<file path="src/design/fault_status_pkg.sv">
package fault_status_pkg;

  localparam int          PAGE_COUNT      = 2;
  localparam int          PAGE_W          = 1;

  // Command codes of the status bytes
  localparam logic [7:0]  CMD_IOUT_STATUS = 8'h7B;
  localparam logic [7:0]  CMD_INPUT_STATUS = 8'h7C;
  localparam logic [7:0]  CMD_TEMP_STATUS = 8'h7D;
  localparam logic [7:0]  CMD_CML_STATUS  = 8'h7E;
  localparam logic [7:0]  CMD_MFR_STATUS  = 8'h80;

  localparam logic [7:0]  STATUS_RESET    = 8'h00;

  // Output current byte
  localparam int          IOUT_OC_BIT     = 7;
  localparam int          IOUT_UC_BIT     = 4;
  // Input byte
  localparam int          VIN_OV_F_BIT    = 7;
  localparam int          VIN_OV_W_BIT    = 6;
  localparam int          VIN_UV_W_BIT    = 5;
  localparam int          VIN_UV_F_BIT    = 4;
  // Temperature byte
  localparam int          OT_F_BIT        = 7;
  localparam int          OT_W_BIT        = 6;
  localparam int          UT_W_BIT        = 5;
  localparam int          UT_F_BIT        = 4;
  // Communication / logic byte
  localparam int          CML_BAD_CMD_BIT = 7;
  localparam int          CML_BAD_DATA_BIT = 6;
  localparam int          CML_PEC_BIT     = 5;
  localparam int          CML_OTHER_BIT   = 1;
  // Vendor monitor byte
  localparam int          MFR_BUS_W_BIT   = 6;
  localparam int          MFR_MON_UV_W_BIT = 5;
  localparam int          MFR_MON_OV_W_BIT = 4;
  localparam int          MFR_SYNC_BIT    = 3;
  localparam int          MFR_MON_UV_F_BIT = 1;
  localparam int          MFR_MON_OV_F_BIT = 0;

  // Summary bits
  localparam int          SUM_OTHER_BIT   = 9;
  localparam int          SUM_CML_BIT     = 1;

  // Status event inputs per byte group: four, two for current, six for vendor
  localparam int          EVT4_W          = 4;
  localparam int          IOUT_EVT_W      = 2;
  localparam int          MFR_EVT_W       = 6;

  // Monitor margins in tenths of the threshold
  localparam int          MON_SCALE_TENTHS = 10;
  localparam int          MON_UV_TENTHS   = 9;
  localparam int          MON_OV_TENTHS   = 11;

endpackage : fault_status_pkg

</file>
<file path="src/design/sticky_bits.sv">
`timescale 1ns/100ps
module sticky_bits #(
  parameter int W = 4
) (
  input  wire logic         CLK_SYS_I,
  input  wire logic         RST_I,
  input  wire logic [W-1:0] set_i,
  input  wire logic         clear_i,
  output logic      [W-1:0] flags_o
);

  logic [W-1:0] flags_ff;
  logic [W-1:0] nxt_flags;

  // Set beats a clear in the same cycle so no event is lost
  always_comb begin
    nxt_flags = (clear_i ? '0 : flags_ff) | set_i;
  end

  always_ff @(posedge CLK_SYS_I) begin
    if (RST_I) begin
      flags_ff <= '0;
    end else begin
      flags_ff <= nxt_flags;
    end
  end

  assign flags_o = flags_ff;

endmodule : sticky_bits

</file>
<file path="src/design/fault_status_bank.sv">
`timescale 1ns/100ps
// Behaviour
// - Current byte: overcurrent bit7, undercurrent bit4
// - Current byte paged, read-only, resets zero
// - Input byte bits 7..4: OV/OVW/UVW/UV
// - Input byte global, read-only, resets zero
// - Temperature byte bits 7..4: OT/OTW/UTW/UT
// - Temperature byte paged, read-only, resets zero
// - Comm bit7 on invalid command code
// - Comm bit6 on invalid command data
// - Comm bit5 on packet error check failure
// - Comm bit1 on protected write, other faults
// - Comm byte global, resets zero, unused zero
// - Vendor bit6 on inter-converter bus error
// - Vendor bit5: monitor ten percent under
// - Vendor bit4: monitor ten percent over
// - Vendor bit3 on external sync loss
// - Vendor bit1 undervoltage, bit0 overvoltage
// - Vendor byte global, resets zero, unused zero
// - Summary bit9 when any status bit set
// - Summary bit1 mirrors any comm fault
module fault_status_bank #(
  parameter int PAGES = fault_status_pkg::PAGE_COUNT
) (
  input  wire logic        CLK_SYS_I,
  input  wire logic        RST_I,
  // Command decode side of the transaction engine
  input  wire logic [7:0]  CMD_CODE_I,
  input  wire logic        READ_REQ_I,
  input  wire logic        WRITE_REQ_I,
  input  wire logic        PAGE_I,
  input  wire logic        CLEAR_FAULTS_I,
  // Per-page condition pulses or levels
  input  wire logic [1:0]  IOUT_OC_I,
  input  wire logic [1:0]  IOUT_UC_I,
  input  wire logic [1:0]  OT_FAULT_I,
  input  wire logic [1:0]  OT_WARN_I,
  input  wire logic [1:0]  UT_WARN_I,
  input  wire logic [1:0]  UT_FAULT_I,
  // Global conditions
  input  wire logic        VIN_OV_FAULT_I,
  input  wire logic        VIN_OV_WARN_I,
  input  wire logic        VIN_UV_WARN_I,
  input  wire logic        VIN_UV_FAULT_I,
  input  wire logic        CMD_INVALID_I,
  input  wire logic        DATA_INVALID_I,
  input  wire logic        PEC_ERROR_I,
  input  wire logic        COMM_OTHER_I,
  input  wire logic        INTER_CONVERTER_BUS_ERR_I,
  input  wire logic        SYNC_LOSS_I,
  // Monitor comparison
  input  wire logic [15:0] AUX_VOLTAGE_MONITOR_INPUT_I,
  input  wire logic [15:0] MONITOR_UNDERVOLTAGE_THRESHOLD_I,
  input  wire logic [15:0] MONITOR_OVERVOLTAGE_THRESHOLD_I,
  // Read answer
  output logic      [7:0]  READ_DATA_O,
  output logic             READ_VALID_O,
  output logic             READ_HIT_O,
  // Summary
  output logic             SUMMARY_OTHER_O,
  output logic             SUMMARY_CML_O
);

  // Condition vectors, bit order matches the byte layout high to low
  logic [3:0]  temp_set     [PAGES];
  logic [3:0]  temp_flags   [PAGES];
  logic [1:0]  iout_set     [PAGES];
  logic [1:0]  iout_flags   [PAGES];
  logic [3:0]  input_flags;
  logic [3:0]  cml_flags;
  logic [5:0]  mfr_flags;
  logic [5:0]  mfr_set;
  logic        write_ro;

  logic        mon_uv_fault;
  logic        mon_ov_fault;
  logic        mon_uv_warn;
  logic        mon_ov_warn;
  logic [16:0] uv_tenth;
  logic [16:0] ov_tenth;
  logic [19:0] mon_x10;
  logic [19:0] uv_x9;
  logic [19:0] ov_x11;

  // Any write to one of these read-only codes is a protection fault
  always_comb begin
    write_ro = WRITE_REQ_I &&
      (CMD_CODE_I == fault_status_pkg::CMD_IOUT_STATUS  ||
       CMD_CODE_I == fault_status_pkg::CMD_INPUT_STATUS ||
       CMD_CODE_I == fault_status_pkg::CMD_TEMP_STATUS  ||
       CMD_CODE_I == fault_status_pkg::CMD_CML_STATUS   ||
       CMD_CODE_I == fault_status_pkg::CMD_MFR_STATUS);
  end

  // Ten percent margins compared in tenths to avoid a divider
  always_comb begin
    uv_tenth     = 17'(MONITOR_UNDERVOLTAGE_THRESHOLD_I);
    ov_tenth     = 17'(MONITOR_OVERVOLTAGE_THRESHOLD_I);
    mon_x10      = 20'(AUX_VOLTAGE_MONITOR_INPUT_I) * 20'(fault_status_pkg::MON_SCALE_TENTHS);
    uv_x9        = 20'(uv_tenth) * 20'(fault_status_pkg::MON_UV_TENTHS);
    ov_x11       = 20'(ov_tenth) * 20'(fault_status_pkg::MON_OV_TENTHS);
    mon_uv_fault = AUX_VOLTAGE_MONITOR_INPUT_I < MONITOR_UNDERVOLTAGE_THRESHOLD_I;
    mon_ov_fault = AUX_VOLTAGE_MONITOR_INPUT_I > MONITOR_OVERVOLTAGE_THRESHOLD_I;
    mon_uv_warn  = mon_x10 < uv_x9;
    mon_ov_warn  = mon_x10 > ov_x11;
  end

  always_comb begin
    mfr_set = {INTER_CONVERTER_BUS_ERR_I,
               mon_uv_warn,
               mon_ov_warn,
               SYNC_LOSS_I,
               mon_uv_fault,
               mon_ov_fault};
  end

  // Paged flags, one bank per output channel
  generate
    for (genvar p = 0; p < PAGES; p++) begin : g_page
      assign iout_set[p] = {IOUT_OC_I[p], IOUT_UC_I[p]};
      assign temp_set[p] = {OT_FAULT_I[p], OT_WARN_I[p], UT_WARN_I[p], UT_FAULT_I[p]};

      sticky_bits #(.W(fault_status_pkg::IOUT_EVT_W)) u_iout (
        .CLK_SYS_I (CLK_SYS_I),
        .RST_I     (RST_I),
        .set_i     (iout_set[p]),
        .clear_i   (CLEAR_FAULTS_I),
        .flags_o   (iout_flags[p])
      );

      sticky_bits #(.W(fault_status_pkg::EVT4_W)) u_temp (
        .CLK_SYS_I (CLK_SYS_I),
        .RST_I     (RST_I),
        .set_i     (temp_set[p]),
        .clear_i   (CLEAR_FAULTS_I),
        .flags_o   (temp_flags[p])
      );
    end
  endgenerate

  sticky_bits #(.W(fault_status_pkg::EVT4_W)) u_input (
    .CLK_SYS_I (CLK_SYS_I),
    .RST_I     (RST_I),
    .set_i     ({VIN_OV_FAULT_I, VIN_OV_WARN_I, VIN_UV_WARN_I, VIN_UV_FAULT_I}),
    .clear_i   (CLEAR_FAULTS_I),
    .flags_o   (input_flags)
  );

  sticky_bits #(.W(fault_status_pkg::EVT4_W)) u_cml (
    .CLK_SYS_I (CLK_SYS_I),
    .RST_I     (RST_I),
    .set_i     ({CMD_INVALID_I, DATA_INVALID_I, PEC_ERROR_I, COMM_OTHER_I | write_ro}),
    .clear_i   (CLEAR_FAULTS_I),
    .flags_o   (cml_flags)
  );

  sticky_bits #(.W(fault_status_pkg::MFR_EVT_W)) u_mfr (
    .CLK_SYS_I (CLK_SYS_I),
    .RST_I     (RST_I),
    .set_i     (mfr_set),
    .clear_i   (CLEAR_FAULTS_I),
    .flags_o   (mfr_flags)
  );

  // Byte images, unused bits forced low
  logic [7:0] iout_byte;
  logic [7:0] temp_byte;
  logic [7:0] input_byte;
  logic [7:0] cml_byte;
  logic [7:0] mfr_byte;
  localparam int PAGE_W_L = fault_status_pkg::PAGE_W;
  logic [PAGE_W_L-1:0] page_sel;

  always_comb begin
    page_sel   = PAGE_I;
    iout_byte  = fault_status_pkg::STATUS_RESET;
    temp_byte  = fault_status_pkg::STATUS_RESET;
    input_byte = fault_status_pkg::STATUS_RESET;
    cml_byte   = fault_status_pkg::STATUS_RESET;
    mfr_byte   = fault_status_pkg::STATUS_RESET;
    iout_byte[fault_status_pkg::IOUT_OC_BIT]  = iout_flags[page_sel][1];
    iout_byte[fault_status_pkg::IOUT_UC_BIT]  = iout_flags[page_sel][0];
    temp_byte[fault_status_pkg::OT_F_BIT]     = temp_flags[page_sel][3];
    temp_byte[fault_status_pkg::OT_W_BIT]     = temp_flags[page_sel][2];
    temp_byte[fault_status_pkg::UT_W_BIT]     = temp_flags[page_sel][1];
    temp_byte[fault_status_pkg::UT_F_BIT]     = temp_flags[page_sel][0];
    input_byte[fault_status_pkg::VIN_OV_F_BIT] = input_flags[3];
    input_byte[fault_status_pkg::VIN_OV_W_BIT] = input_flags[2];
    input_byte[fault_status_pkg::VIN_UV_W_BIT] = input_flags[1];
    input_byte[fault_status_pkg::VIN_UV_F_BIT] = input_flags[0];
    cml_byte[fault_status_pkg::CML_BAD_CMD_BIT]  = cml_flags[3];
    cml_byte[fault_status_pkg::CML_BAD_DATA_BIT] = cml_flags[2];
    cml_byte[fault_status_pkg::CML_PEC_BIT]      = cml_flags[1];
    cml_byte[fault_status_pkg::CML_OTHER_BIT]    = cml_flags[0];
    mfr_byte[fault_status_pkg::MFR_BUS_W_BIT]    = mfr_flags[5];
    mfr_byte[fault_status_pkg::MFR_MON_UV_W_BIT] = mfr_flags[4];
    mfr_byte[fault_status_pkg::MFR_MON_OV_W_BIT] = mfr_flags[3];
    mfr_byte[fault_status_pkg::MFR_SYNC_BIT]     = mfr_flags[2];
    mfr_byte[fault_status_pkg::MFR_MON_UV_F_BIT] = mfr_flags[1];
    mfr_byte[fault_status_pkg::MFR_MON_OV_F_BIT] = mfr_flags[0];
  end

  // Read port: answer registered one cycle after the request
  logic [7:0] rdata_ff;
  logic [7:0] nxt_rdata;
  logic       rvalid_ff;
  logic       nxt_rvalid;
  logic       rhit_ff;
  logic       nxt_rhit;

  always_comb begin
    nxt_rdata  = fault_status_pkg::STATUS_RESET;
    nxt_rhit   = 1'b0;
    nxt_rvalid = READ_REQ_I;
    if (READ_REQ_I) begin
      nxt_rhit = 1'b1;
      case (CMD_CODE_I)
        fault_status_pkg::CMD_IOUT_STATUS:  nxt_rdata = iout_byte;
        fault_status_pkg::CMD_INPUT_STATUS: nxt_rdata = input_byte;
        fault_status_pkg::CMD_TEMP_STATUS:  nxt_rdata = temp_byte;
        fault_status_pkg::CMD_CML_STATUS:   nxt_rdata = cml_byte;
        fault_status_pkg::CMD_MFR_STATUS:   nxt_rdata = mfr_byte;
        default:                            nxt_rhit  = 1'b0;
      endcase
    end
  end

  always_ff @(posedge CLK_SYS_I) begin
    if (RST_I) begin
      rdata_ff  <= fault_status_pkg::STATUS_RESET;
      rvalid_ff <= 1'b0;
      rhit_ff   <= 1'b0;
    end else begin
      rdata_ff  <= nxt_rdata;
      rvalid_ff <= nxt_rvalid;
      rhit_ff   <= nxt_rhit;
    end
  end

  assign READ_DATA_O  = rdata_ff;
  assign READ_VALID_O = rvalid_ff;
  assign READ_HIT_O   = rhit_ff;

  // Summary covers every page, not only the selected one
  logic any_paged;
  always_comb begin
    any_paged = 1'b0;
    for (int p = 0; p < PAGES; p++) begin
      any_paged = any_paged | (|iout_flags[p]) | (|temp_flags[p]);
    end
  end

  assign SUMMARY_OTHER_O = any_paged | (|input_flags) | (|cml_flags) | (|mfr_flags);
  assign SUMMARY_CML_O   = |cml_flags;

endmodule : fault_status_bank

</file>
<file path="config.mk">
export PLATFORM = sky130hd
export DESIGN_NAME = fault_status_bank
export DESIGN_NICKNAME = d
export VERILOG_FILES = /design/src/design/fault_status_pkg.sv /design/src/design/sticky_bits.sv /design/src/design/fault_status_bank.sv
export SDC_FILE = /design/constraint.sdc
export NUM_CORES = 1
export LEC_CHECK = 0
export ABC_AREA = 1
export BUFFER_PORTS_ARGS = -buffer_cell sky130_fd_sc_hd__buf_2
export CORE_MARGIN = 2
export CORE_UTILIZATION = 27
export DETAILED_ROUTE_END_ITERATION = 6
export GPL_ROUTABILITY_DRIVEN = 0
export GPL_TIMING_DRIVEN = 0
export HOLD_SLACK_MARGIN = 0.15
export PLACE_DENSITY_LB_ADDON = 0.12
export RECOVER_POWER = 100
export SETUP_SLACK_MARGIN = 0.2
export SKIP_CTS_REPAIR_TIMING = 1
export SLEW_MARGIN = 20
export SYNTH_ARGS = -nofsm -noshare
export SYNTH_HDL_FRONTEND = slang
export SYNTH_HIERARCHICAL = 1
export SYNTH_SLANG_ARGS = --single-unit
</file>
<file path="constraint.sdc">
create_clock -name CLK_SYS_I -period 3.58 [get_ports CLK_SYS_I]
set_clock_uncertainty 0.05 [all_clocks]
set_input_delay 0.895 -clock CLK_SYS_I [delete_from_list [all_inputs] [get_ports CLK_SYS_I]]
set_output_delay 0.895 -clock CLK_SYS_I [all_outputs]
set_load 0.05 [all_outputs]
</file>
## Word-level counts from Yosys, hierarchy flattened

Cells that the tools add are included.
W data, S select, Z words.

- Bits in writable memories: 0
- Word-level logic and storage cells: 68
- Latch bits: 0
- Memories: 0
- Register bits: 36
- Memory bits (read-only): 0

- Reductions and logical operators: 14
- Shift operators: 0
- Add/subtract/negate cells: 0
- Equal/unequal tests: 5
- Order comparisons: 5
- Bitwise gates (word level): 16
- Multiplexer cells: 15
- Multipliers: 3
- Divide/modulo/power cells: 0

Operators with widths:

| operator | count |
|---|---|
| $mul A16 B4 Y20 const B | 2 |
| $pmux W8 S5 | 1 |
| $eq A8 B7 Y1 const B | 4 |
| $mux W4 | 7 |
| $gt A20 B20 Y1 | 1 |
| $lt A20 B20 Y1 | 1 |
| $mul A16 B3 Y19 const B | 1 |
| $gt A16 B16 Y1 | 1 |
| $lt A16 B16 Y1 | 1 |
| $or A4 B4 Y4 | 4 |
| $reduce_or A4 Y1 | 4 |
| $mux W2 | 5 |
| $eq A8 B8 Y1 const B | 1 |
| $or A1 B1 Y1 | 7 |
| $mux W6 | 1 |
| $or A6 B6 Y6 | 1 |
| $reduce_or A2 Y1 | 3 |
| $reduce_or A6 Y1 | 1 |
| $reduce_or A5 Y1 | 1 |
| $logic_or A1 B1 Y1 | 4 |
| $or A2 B2 Y2 | 2 |
| $ge A2 B2 Y1 const B | 1 |
| $not A1 Y2 | 1 |
| $logic_and A1 B1 Y1 | 1 |
| other kinds (2) | 2 |

## Depth between registers and ports, before layout

- Depth in word-level cells: 8
- Gate-level depth with buffers: 24
- Depth with buffers taken out: 24

## By module

Netlist, hierarchy kept.

By module, submodules not included:

| module | sequential area each (um2) | cells each | instances | area each (um2) |
|---|---|---|---|---|
| fault_status_bank | 180.2 | 945 | 1 | 5823.1 |
| sticky_bits (g_page[0].u_temp ...) | 80.1 | 17 | 4 | 133.9 |
| sticky_bits (u_mfr) | 120.1 | 25 | 1 | 198.9 |
| sticky_bits (g_page[0].u_iout ...) | 40.0 | 9 | 2 | 68.8 |

## Least setup slack after synthesis

Ideal clock, no wire load.

- Path type: input -> register
- Start point: input MONITOR_OVERVOLTAGE_THRESHOLD_I[6]
- End point: register u_mfr.flags_ff[3] (netlist: u_mfr/flags_o[3])
- Data arrival time: 3.678 ns
- Path slack: -0.218 ns
- Stages on the path: 24
- Data required time: 3.460 ns
- Cell sequence: ha_1 > inv_1 > fa_1 > inv_1 > ha_1 > nand2_1 > inv_1 > a21oi_1 > nor2_1 > nor2_1 > nand2_1 > nand2_1 > nand2_1 > ha_1 > nand2_1 > nor2_1 > nand2_1 > nor2_1 > nand2_1 > nand2_1 > nor2_1 > nor2_1 > inv_1 > a21oi_1

- Longest elaborated chain between the ends: 3

RTL lines:

| what | RTL line | text |
|---|---|---|
| start, declared | fault_status_bank.sv:54 | `input wire logic [15:0] MONITOR_OVERVOLTAGE_THRESHOLD_I,` |
| $mul A16 B4 Y20 | fault_status_bank.sv:101 | `ov_x11 = 20'(ov_tenth) * 20'(fault_status_pkg::MON_OV_TENTHS);` |
| $gt A20 B20 Y1 | fault_status_bank.sv:105 | `mon_ov_warn = mon_x10 > ov_x11;` |
| net mon_ov_warn | fault_status_bank.sv:78 | `logic mon_ov_warn;` |
| $or A6 B6 Y6 | sticky_bits.sv:17 | `nxt_flags = (clear_i ? '0 : flags_ff) \| set_i;` |
| end signal, assigned | sticky_bits.sv:24 | `flags_ff <= nxt_flags;` |
| end, declared | sticky_bits.sv:12 | `logic [W-1:0] flags_ff;` |

The timed path passes the listed nets, and every way through them passes these cells.
A chain may end at the register's enable or synchronous reset.

## Worst setup path after layout

- Start point: input MONITOR_OVERVOLTAGE_THRESHOLD_I[4]
- End point: register u_mfr.flags_ff[3] (netlist: u_mfr/flags_o[3])

Same word-level chain as after synthesis.

==> run metrics <==
Crit Path Max Fanout 4; Buffers on Ports 94; Seq pwr share 14.4%; Crit. End Element register; syn_nets 1,313; final cell count without fillers 1,501; number of global-route vias before repair 6,380; fraction of layout instances using a drive strength above 1 27.5%; Antenna Cells 0; Cells after Synth 1,056; starting density of the core 27.5%; die height 161 µm; die area 26,100 µm²; row count 57; ys flop type dfxtp_1; Psw 1410 µW; Final Hold Vio Count 0; RSZ-0062 raised after global routing true; drt total wl 19.4 mm; # nets final 1,433; maximum vdd drop 167 µV; leakage 0.00477 µW; Synth area leaders ha_1 (30%), nand2_1 (17%), inv_1 (12%); Die Wd 161 µm; Unique masters post-synth 36; Global Route Usage Sum 14.7%; htree depth 2; Avg Synthesized Cell Area 6.34 µm²; headroom to the max-slew limit 60.1%; worst hold path type register to register; CTS tree built; Setup TNS -207 ps; vias per cell 4.43; Fillers 2,651; First-pass DRT Iterations 5; first-pass GRT wire length 31.1 mm; crit path time final 3790 ps; critical path class input pin to register; Slowest cell on crit path fa_1; CP Data Arrival Time 3940 ps; Reg2Reg Setup Slack 2460 ps; Worst path most repeated cell nand2_1; I/O pin cnt 96; Post-synth EDFFs 0; combinational power share 71.0%; setup ws final -207 ps; Clk pwr share 14.7%; core area 24,300 µm²; async set or reset register ratio after synthesis 0%; HPWL after detailed placement 16.5 mm; failing checks setup timing; initial antenna violation count 0; power density cells 334 nW/µm²; maxcap violations 0; Synth area leader ha_1; Max Clk Rate 0.264 GHz; sum of buffers and inverters on the critical path 4; Worst-Skew Late Latency 280 ps; outcome complete, but fails checks; Synth Warn # 6; switching share of power 45.8%; DR WL/cell 13.0 µm; CP top delay family adder cells; CTS max path bufs 2; CTS buffer count 5; hold slack 432 ps; number of max-slew violations in the final report 0; clk sinks 35; CTS clk-pin slew, worst paths 50 ps; CP Data Required Time 3740 ps; GRT Residual Overflow 0; placed instance count 1,474; Root Driver clkbuf_16; Power Internal 1660 µW; post-synthesis sequential area ratio 10.5%; antenna-violating nets left 0; initial DRC count 196; Netlist Area Pre-Place 6700 µm²; worst path cell trace buf_12, ha_4, inv_2, fa_1, inv_2, ha_4, nand2_4, nor2_4, nor2_4, o21bai_4, nand2_2, nand3b_1, nand2_1, ha_1, nand2_1, nor2_4, nand2_2, nor2_2, nand2_1, nand2_1, nor2_1, nor2_2, inv_1, a21oi_1; post-route total power 3070 µW; crit share post-route 106%; final setup fails 1; CP peak stage delay 520 ps; area delta synth->final 37.1%; DRC violations left 0; largest net degree at the start of global routing 28; Least-Margin Pin Slew 600 ps; detailed-route via count 6,649; share of the synthesized area in the top cell type 29.5%; number of synthesized register bits 35; startpoint types input pin
[synth_stat cells, drive strengths merged, types with 9 or more instances]
library cell,instances
a21oi,91
dfxtp,35
fa,15
ha,158
inv,217
nand2,314
nand3,40
nand4,9
nor2,82
nor3,15
o21ai,26
xnor2,16
[final timing paths]
kind	startpoint	cells after the start	endpoint
worst min-delay path	g_page[0].u_temp/flags_o[0]$_SDFF_PP0_	2	g_page[0].u_temp/flags_o[0]$_SDFF_PP0_
worst max-delay path	MONITOR_OVERVOLTAGE_THRESHOLD_I[4]	24	u_mfr/flags_o[3]$_SDFF_PP0_
worst min register to register	g_page[0].u_temp/flags_o[0]$_SDFF_PP0_	2	g_page[0].u_temp/flags_o[0]$_SDFF_PP0_
worst max register to register	g_page[1].u_temp/flags_o[1]$_SDFF_PP0_	5	READ_DATA_O[5]$_SDFF_PP0_
[per-stage QoR]
stage,setup WS (ps),util (%),area [µm²]
CTS,-553,32.6,7930
floorplan,-55.4,-,6890
detailed placement,-828,31.9,7770
global route,-380,37.7,9180
global placement,-840,31.9,7770
finish,-207,37.7,9180
[power groups by stage]
stage,Sequential (µW),Combinational (µW),Clock (µW)
after floorplan,441,1240,0
after global placement,450,1660,0
after detailed placement,450,1670,0
after CTS,442,1680,459
after global routing,445,2500,479
final,441,2180,451
[layout by cell type (no fill, tap or decap), types with 4 or more instances in the layout]
master     count
buf_6          7
nor2_1        67
xor2_1         5
o21a_1         4
ha_4          56
nand2_2       51
nand4_1        8
clkbuf_1      14
a21oi_1       75
xnor2_1       15
fa_1          12
nand3b_1       8
nor3_2         7
a21boi_0       4
inv_2         27
ha_2           4
ha_1          98
buf_4         21
nor3_1         7
buf_8          4
inv_1        188
dfxtp_1       35
buf_2         66
clkbuf_16      5
a21oi_2       13
nand2_4       16
o21ai_0       22
nand3_1       32
nand2_1      247
nor2_2         7
nor2_4         8
nand3_2        8
[routing by layer]
| layer | vias up | GRT usage [%] | share of wire (%) |
|---|---|---|---|
| li1 | 3591 | - | - |
| met4 | 0 | 1.42 | 0.42 |
| met2 | 69 | 25.0 | 46 |
| met3 | 8 | 1.13 | 2.3 |
| met5 | - | 0 | 0 |
| met1 | 2981 | 21.0 | 51 |
[flip-flops by register name (all words and copies together), names as in the netlist]
name and cells:
READ_DATA_O 7, READ_HIT_O 1, READ_VALID_O 1, g_page.u_iout/flags_o 4, g_page.u_temp/flags_o 8, u_cml/flags_o 4
u_input/flags_o 4, u_mfr/flags_o 6
[cell families (layout without fill, tap and decap cells)]
logic type	after synthesis	in the layout	share of synthesized area (%)
simple gates	474	474	29.5
fa+ha+maj	173	173	34.0
compound gates	131	131	10.5
xor+xnor	23	23	3.01
buf+inv	219	340	12.4
other cells	1	1	0.0560
flops	35	35	10.5
[worst reg2reg max path, cell delays in order (launching register included)]
cell and delay (ps):
dfxtp_1 330, nand2_1 70, a21boi_0 230, o21ai_0 130, nor2_1 150, nor2_1 60
[cell type report]
class	instances	area [µm²]	share of cell area [%]
multi-input combinational	802	6370	69.4
inverter	217	820	8.93
timing repair buffer	113	712	7.76
sequential	35	701	7.63
tap	324	405	4.42
clock buffer	8	156	1.70
buffer	2	18.8	0.204
No activity file was read; power rests on OpenSTA's default activity.
